### config.mk
export PLATFORM = sky130hd
export DESIGN_NAME = thermal_event_monitor
export DESIGN_NICKNAME = d
export VERILOG_FILES = /design/src/design/thermal_pkg.sv /design/src/design/thermal_event_monitor.sv
export VERILOG_INCLUDE_DIRS = /design/src /design/src/design
export SDC_FILE = /design/constraint.sdc
export NUM_CORES = 1
export LEC_CHECK = 0
export BUFFER_PORTS_ARGS = -buffer_cell sky130_fd_sc_hd__buf_4
export CELL_PAD_IN_SITES_DETAIL_PLACEMENT = 0
export CELL_PAD_IN_SITES_GLOBAL_PLACEMENT = 2
export CORE_UTILIZATION = 33
export DETAILED_ROUTE_END_ITERATION = 16
export PLACE_DENSITY = 0.84
export SETUP_SLACK_MARGIN = 0.02
export SLEW_MARGIN = 20
export SYNTH_ARGS = -nofsm -noshare
export SYNTH_HDL_FRONTEND = slang
export SYNTH_SLANG_ARGS = --single-unit
### constraint.sdc
create_clock -name clk -period 1.2 [get_ports clk]
set_input_delay 0.18 -clock clk [delete_from_list [all_inputs] [get_ports clk]]
set_output_delay 0.18 -clock clk [all_outputs]
set_load 0.01 [all_outputs]
### src/design/thermal_defs.svh
// register offsets, field positions and reset values of the thermal event monitor
// assumes one clock domain and a single-word register access port
//
// Summary of operation
// - rising over-warning comparator sets the thermal warning flag
// - rising over-shutdown comparator sets shutdown flag and raises the shutdown request
// - after shutdown, restart stays blocked until the die reads below restart level
// - warning flag is bit 2, shutdown flag bit 1 of status at 1Ah; edge set
// - a read of the status register clears its thermal flags
// - mask bits 2:1 at 22h block matching flags when 1; reset 0
// - unmasked system flags combine into the first-level system summary bit
`ifndef THERMAL_DEFS_SVH
`define THERMAL_DEFS_SVH

`define REG_ADDR_W              8
`define REG_DATA_W              16

// register offsets
`define OFS_FIRST_SUMMARY       8'h18
`define OFS_SECOND_STATUS       8'h1a
`define OFS_FIRST_MASK          8'h20
`define OFS_SECOND_MASK         8'h22

// field positions
`define BIT_WARNING             1
`define BIT_SHUTDOWN            1
`define POS_WARNING             2
`define POS_SHUTDOWN            1
`define POS_SYSTEM_SUMMARY      3
`define FIRST_MASK_W            14

// reset values
`define RST_FIRST_SUMMARY       16'h0000
`define RST_SECOND_STATUS       16'h0000
`define RST_FIRST_MASK          14'h3fff
`define RST_SECOND_MASK         2'h0

`endif

### src/design/thermal_pkg.sv
// types shared by the thermal event monitor
// assumes thermal_defs.svh is on the include path
`include "thermal_defs.svh"

package thermal_pkg;

    // comparator levels from the analog sensor, synchronous to clk
    typedef struct packed {
        logic over_warning;     // die above warning level
        logic over_shutdown;    // die above shutdown level
        logic below_restart;    // die cooled below restart level
    } thermal_sense_type;

    // one register access from the control interface
    typedef struct packed {
        logic                   rd;
        logic                   wr;
        logic [`REG_ADDR_W-1:0] addr;
        logic [`REG_DATA_W-1:0] wdata;
    } reg_req_type;

    // power state, gray coded along run -> shutdown -> cooled; cooled -> run flips both bits
    typedef enum logic [1:0] {
        st_run      = 2'b00,
        st_shutdown = 2'b01,
        st_cooled   = 2'b11
    } power_state_type;

endpackage

### src/design/thermal_event_monitor.sv
// thermal event monitor: edge-captured warning and shutdown flags, masks,
// first-level summary, shutdown request and restart interlock
// assumes sensor levels and register accesses are synchronous to clk
`timescale 1ns/1ps
`include "thermal_defs.svh"

module thermal_event_monitor
    import thermal_pkg::*;
(
    // clock and reset
    input  wire logic                   clk,
    input  wire logic                   sys_rst,
    // sensor comparators and power control
    input  wire thermal_sense_type      sense,
    input  wire logic                   restart_req,
    output logic                        shutdown_req_r,
    output logic                        restart_ok_r,
    // register access
    input  wire reg_req_type            req,
    output logic [`REG_DATA_W-1:0]      reg_rdata_r,
    output logic                        reg_rvalid_r,
    // interrupt request to the host
    output logic                        irq_req_r
);

    // edge detection
    logic                       warn_prev_r;
    logic                       shut_prev_r;
    logic                       warn_rise;
    logic                       shut_rise;
    // event flags and masks
    logic                       warning_flag_r;
    logic                       shutdown_flag_r;
    logic [1:0]                 second_mask_r;
    logic [`FIRST_MASK_W-1:0]   first_mask_r;
    // summary, state and read path
    logic                       summary_r;
    logic                       status_read;
    logic                       summary_nxt;
    logic [`REG_DATA_W-1:0]     rdata_nxt;
    power_state_type            state_r;

    // reset words kept whole so single bits can be picked out of them
    localparam logic [`REG_DATA_W-1:0] RST_STATUS_WORD  = `RST_SECOND_STATUS;
    localparam logic [`REG_DATA_W-1:0] RST_SUMMARY_WORD = `RST_FIRST_SUMMARY;

    // previous warning comparator level for edge detection;
    // a comparator already high when reset ends counts as a fresh edge
    always_ff @(posedge clk or posedge sys_rst) begin
        if (sys_rst) begin
            warn_prev_r <= 1'b0;
        end else begin
            warn_prev_r <= sense.over_warning;
        end
    end

    // previous shutdown comparator level for edge detection
    always_ff @(posedge clk or posedge sys_rst) begin
        if (sys_rst) begin
            shut_prev_r <= 1'b0;
        end else begin
            shut_prev_r <= sense.over_shutdown;
        end
    end

    // rising edges of the comparator levels
    assign warn_rise   = sense.over_warning & ~warn_prev_r;
    assign shut_rise   = sense.over_shutdown & ~shut_prev_r;
    assign status_read = req.rd && (req.addr == `OFS_SECOND_STATUS);

    // warning flag: a new edge wins over the clearing read
    always_ff @(posedge clk or posedge sys_rst) begin
        if (sys_rst) begin
            warning_flag_r <= RST_STATUS_WORD[`POS_WARNING];
        end else if (warn_rise) begin
            warning_flag_r <= 1'b1;
        end else if (status_read) begin
            warning_flag_r <= 1'b0;
        end
    end

    // shutdown flag: a new edge wins over the clearing read
    always_ff @(posedge clk or posedge sys_rst) begin
        if (sys_rst) begin
            shutdown_flag_r <= RST_STATUS_WORD[`POS_SHUTDOWN];
        end else if (shut_rise) begin
            shutdown_flag_r <= 1'b1;
        end else if (status_read) begin
            shutdown_flag_r <= 1'b0;
        end
    end

    // second-level mask, bits 2:1 of its word; writes to 18h and 1Ah are dropped
    always_ff @(posedge clk or posedge sys_rst) begin
        if (sys_rst) begin
            second_mask_r <= `RST_SECOND_MASK;
        end else if (req.wr && (req.addr == `OFS_SECOND_MASK)) begin
            second_mask_r <= req.wdata[`POS_WARNING:`POS_SHUTDOWN];
        end
    end

    // first-level mask; its reset value keeps the request line quiet
    // until software opens it, so a stale flag cannot interrupt at power-up
    always_ff @(posedge clk or posedge sys_rst) begin
        if (sys_rst) begin
            first_mask_r <= `RST_FIRST_MASK;
        end else if (req.wr && (req.addr == `OFS_FIRST_MASK)) begin
            first_mask_r <= req.wdata[`FIRST_MASK_W-1:0];
        end
    end

    // summary from unmasked flags; masked flags never reach it
    always_comb begin
        summary_nxt = (warning_flag_r & ~second_mask_r[`POS_WARNING-`POS_SHUTDOWN])
                    | (shutdown_flag_r & ~second_mask_r[0]);
    end

    // summary bit follows the unmasked flags one cycle later
    always_ff @(posedge clk or posedge sys_rst) begin
        if (sys_rst) begin
            summary_r <= RST_SUMMARY_WORD[`POS_SYSTEM_SUMMARY];
        end else begin
            summary_r <= summary_nxt;
        end
    end

    // interrupt request; the first-level mask gates the line only,
    // so software can still poll the summary bit while it is masked
    always_ff @(posedge clk or posedge sys_rst) begin
        if (sys_rst) begin
            irq_req_r <= 1'b0;
        end else begin
            irq_req_r <= summary_nxt & ~first_mask_r[`POS_SYSTEM_SUMMARY];
        end
    end

    // power state: shutdown on the over-shutdown edge, restart only once cooled
    always_ff @(posedge clk or posedge sys_rst) begin
        if (sys_rst) begin
            state_r <= st_run;
        end else begin
            unique case (state_r)
                st_run: begin
                    if (shut_rise) begin
                        state_r <= st_shutdown;
                    end
                end
                // stays down whatever software reads; only cooling moves it on
                st_shutdown: begin
                    if (sense.below_restart) begin
                        state_r <= st_cooled;
                    end
                end
                // a new over-shutdown edge or a warm-up sends it back down
                st_cooled: begin
                    if (shut_rise || !sense.below_restart) begin
                        state_r <= st_shutdown;
                    end else if (restart_req) begin
                        state_r <= st_run;
                    end
                end
                default: begin
                    state_r <= st_shutdown;                     // illegal code fails safe
                end
            endcase
        end
    end

    // shutdown request stands in every state but run, one cycle behind it
    always_ff @(posedge clk or posedge sys_rst) begin
        if (sys_rst) begin
            shutdown_req_r <= 1'b0;
        end else begin
            shutdown_req_r <= (state_r != st_run);
        end
    end

    // restart permit, one cycle behind the cooled state in which restart_req is taken
    always_ff @(posedge clk or posedge sys_rst) begin
        if (sys_rst) begin
            restart_ok_r <= 1'b0;
        end else begin
            restart_ok_r <= (state_r == st_cooled);
        end
    end

    // read data mux; unmapped addresses and reserved bits read zero
    // the flags shown are those before a clearing read takes effect
    always_comb begin
        rdata_nxt = '0;
        unique case (req.addr)
            `OFS_FIRST_SUMMARY: begin
                rdata_nxt[`POS_SYSTEM_SUMMARY] = summary_r;
            end
            `OFS_SECOND_STATUS: begin
                rdata_nxt[`POS_WARNING]  = warning_flag_r;
                rdata_nxt[`POS_SHUTDOWN] = shutdown_flag_r;
            end
            `OFS_FIRST_MASK: begin
                rdata_nxt[`FIRST_MASK_W-1:0] = first_mask_r;
            end
            `OFS_SECOND_MASK: begin
                rdata_nxt[`POS_WARNING:`POS_SHUTDOWN] = second_mask_r;
            end
            default: begin
                rdata_nxt = '0;
            end
        endcase
    end

    // read answer one cycle after the request
    // read data holds between reads so a slow host can pick it up late
    always_ff @(posedge clk or posedge sys_rst) begin
        if (sys_rst) begin
            reg_rdata_r  <= '0;
            reg_rvalid_r <= 1'b0;
        end else begin
            reg_rvalid_r <= req.rd;
            if (req.rd) begin
                reg_rdata_r <= rdata_nxt;
            end
        end
    end

endmodule // thermal_event_monitor

==> flow_summary.json <==
{
  "grt_max_degree": 42,
  "avgSynthCellArea_um2": 14.5,
  "crit_start": "req[17]",
  "yosysSeqAreaShare": 0.624,
  "clockBufferDepth": 2,
  "ir_drop_v": 0.000655,
  "routed_wl_mm": 3.57,
  "grt_pass1_wl_mm": 5.88,
  "cp_slowest_stage_delay_ps": 550,
  "cp_slowest_cell": "or4b_4",
  "port_buffers": 47,
  "netlist_area_um2": 1670,
  "antenna_found_initial": 0,
  "gr-total-overflow": 0,
  "area_growth_pct": 38.8,
  "dpl.cell_count": 237,
  "ys_ff_latch": 41,
  "rr_startpoint": "second_mask_r[1]",
  "wl_per_cell_um": 14.4,
  "cts_tree": "done",
  "num_antenna_cells": 0,
  "violations": "negative setup slack",
  "num_rows": 25,
  "min_path_cells": 2,
  "grt_pass1_vias": 1260,
  "end_kind": "flip-flop",
  "r2r_setup_slack_ps": 20,
  "dr.pass1.iters": 4,
  "dp_hpwl_mm": 2.73,
  "die_y_um": 73.2,
  "drive_gt1_frac": 0.602,
  "p_total_w": 0.00257,
  "initial_utilization": 0.349,
  "syn_inst": 115,
  "place_congestion": 0.859,
  "setup_violations": 1,
  "drv_slew": 0,
  "crit_chain": "buf_6, or4b_4, nor4b_4, buf_12, a221o_1",
  "crit_type": "in2reg",
  "critPathMaxFanout": 13,
  "holdWs_ps": 124,
  "core-area_um2": 4790,
  "maxCapViolCount": 0,
  "cts_made_buffers": 5,
  "ys_async_sr_fraction": 1.00,
  "clk_pin_slew_ps": 70,
  "fin_crit_ps": 1210,
  "insertion_delay_ps": 280,
  "fin_util": 0.485,
  "instances_no_fill": 248,
  "endpoint": "reg_rdata_r[1]",
  "dieArea_um2": 5350,
  "fmax_ghz": 0.824,
  "yosysUniqueCellTypes": 31,
  "drt_iter0_markers": 43,
  "r2r_cells": 3,
  "crit_family": "simple AND/OR/NAND/NOR gates",
  "ioPinCount": 52,
  "finalHoldViolations": 0,
  "h-tree-depth": 2,
  "synth_edf_count": 0,
  "layout_setup_ws_ps": -13.8,
  "run_status": "finished with violations",
  "clock_tree.root_cell": "clkbuf_8",
  "num_vias": 1181,
  "final_nets": 212,
  "fin_setup_tns_ps": -13.8,
  "timing.final.crit_share": 1.01,
  "grt_use_total": 0.150,
  "critPathLaunchType": "primary input",
  "clock-sinks": 41,
  "drtAntennaViolNets": 0,
  "drc": 0,
  "powerDensity_nw_per_um2": 1110,
  "rsz0062_at_grt": "yes",
  "required_ps": 1420,
  "worstPathArrival_ps": 1440,
  "r2r-end": "reg_rdata_r[2]",
  "timing.critical_path.buf_inv": 2,
  "synth_flop_cell": "dfrtp_1",
  "skew_ps": 4.69,
  "yosysWarningCount": 0,
  "hold_path_class": "in2reg",
  "die_w_um": 73.2,
  "crit_cells": 5,
  "via_per_inst": 4.76,
  "leakage_nw": 1.11
}
-- power by group --
part	total, W	switching (W)	internal, W
Combinational	0.000258	0.000109	0.000150
Clock	0.000839	0.000428	0.000411
Sequential	0.00147	0.0000237	0.00145
-- how the worst min path moves through the flow --
stage,start,endpoint,slack [ps]
after floorplan,req[25],reg_rvalid_r,210
after detailed placement,sys_rst,reg_rdata_r[6],270
after global placement,sys_rst,reg_rdata_r[4],260
final,req[10],first_mask_r[10],120
after CTS,sense[2],warn_prev_r,2
after global routing,req[13],first_mask_r[13],110
-- flip-flops by register name (all words and copies together) (netlist names), 2 cells and up --
name,flops
reg_rdata_r,14
second_mask_r,2
first_mask_r,14
state_r,2
-- cells in the final DEF (no fill, tap or decap), drive strengths merged --
master / instances
dfrtp: 27
or2: 1
nor2: 2
a21o: 2
and3b: 1
clkbuf: 7
a22oi: 1
inv: 5
a22o: 14
buf: 59
nand4: 2
nand3: 2
mux2: 16
o22ai: 1
conb: 2
a221o: 2
or4b: 1
nor4bb: 1
nor4b: 1
dlygate4sd3: 3
o2bb2ai: 1
clkinvlp: 1
o21ai: 1
and3: 1
and2b: 1
nor3b: 5
nor2b: 5
dfstp: 14
and2: 2
-- metal layers --
| layer | GRT usage | share of wire | wire length, µm |
|---|---|---|---|
| met3 | 0.0497 | 0.061 | 219 |
| met1 | 0.178 | 0.39 | 1390 |
| met2 | 0.245 | 0.54 | 1910 |
| met5 | 0 | 0 | 0 |
| met4 | 0.0675 | 0.012 | 43 |
-- synth_stat cells, types with 2 or more instances --
cell type,n,area share
mux2_2,16,0.11
a21o_1,2,0.0090
buf_4,2,0.0090
and2_1,2,0.0075
a221o_1,2,0.012
nor2_1,2,0.0045
dfrtp_1,27,0.40
dfstp_2,14,0.22
nand4_1,2,0.0075
nor2b_1,5,0.019
nor3b_1,4,0.018
nand3_1,2,0.0060
a22o_1,4,0.021
inv_1,5,0.011
a22o_2,10,0.060
-- stage by stage --
step / setup WS (ps) / instance area, µm²
3_5_place_dp: -381 / 2200
5_1_grt: -40.5 / 2320
4_1_cts: -5.41 / 2310
6_report: -13.8 / 2320
2_1_floorplan: -205 / 1690
3_3_place_gp: -336 / 2200
-- logic make-up after synthesis --
family	after synthesis	synth area share
AOI/OAI and AO/OA	22	0.118
buffers and inverters	10	0.0322
DFF	41	0.624
muxes	16	0.108
other	1	0.00224
and+or+nand+nor	25	0.115
-- timing repair --
action,CTS,global route
endpoints found under the hold margin,28,1
gates cloned,0,0
setup buffers,0,0
pin swaps,1,0
resized for setup,2,0
setup endpoints to repair,13,13
hold buffers,2,1
-- layout make-up --
type                            count  area (µm²)
Clock buffer                        7        76.3
Tap cell                           67        83.8
Clock inverter                      1        7.51
Fill cell                         425        2470
Inverter                            5        18.8
Timing Repair Buffer               62         505
Sequential cell                    41        1040
Multi-Input combinational cell     65         584
No activity file was read; power rests on OpenSTA's default activity.
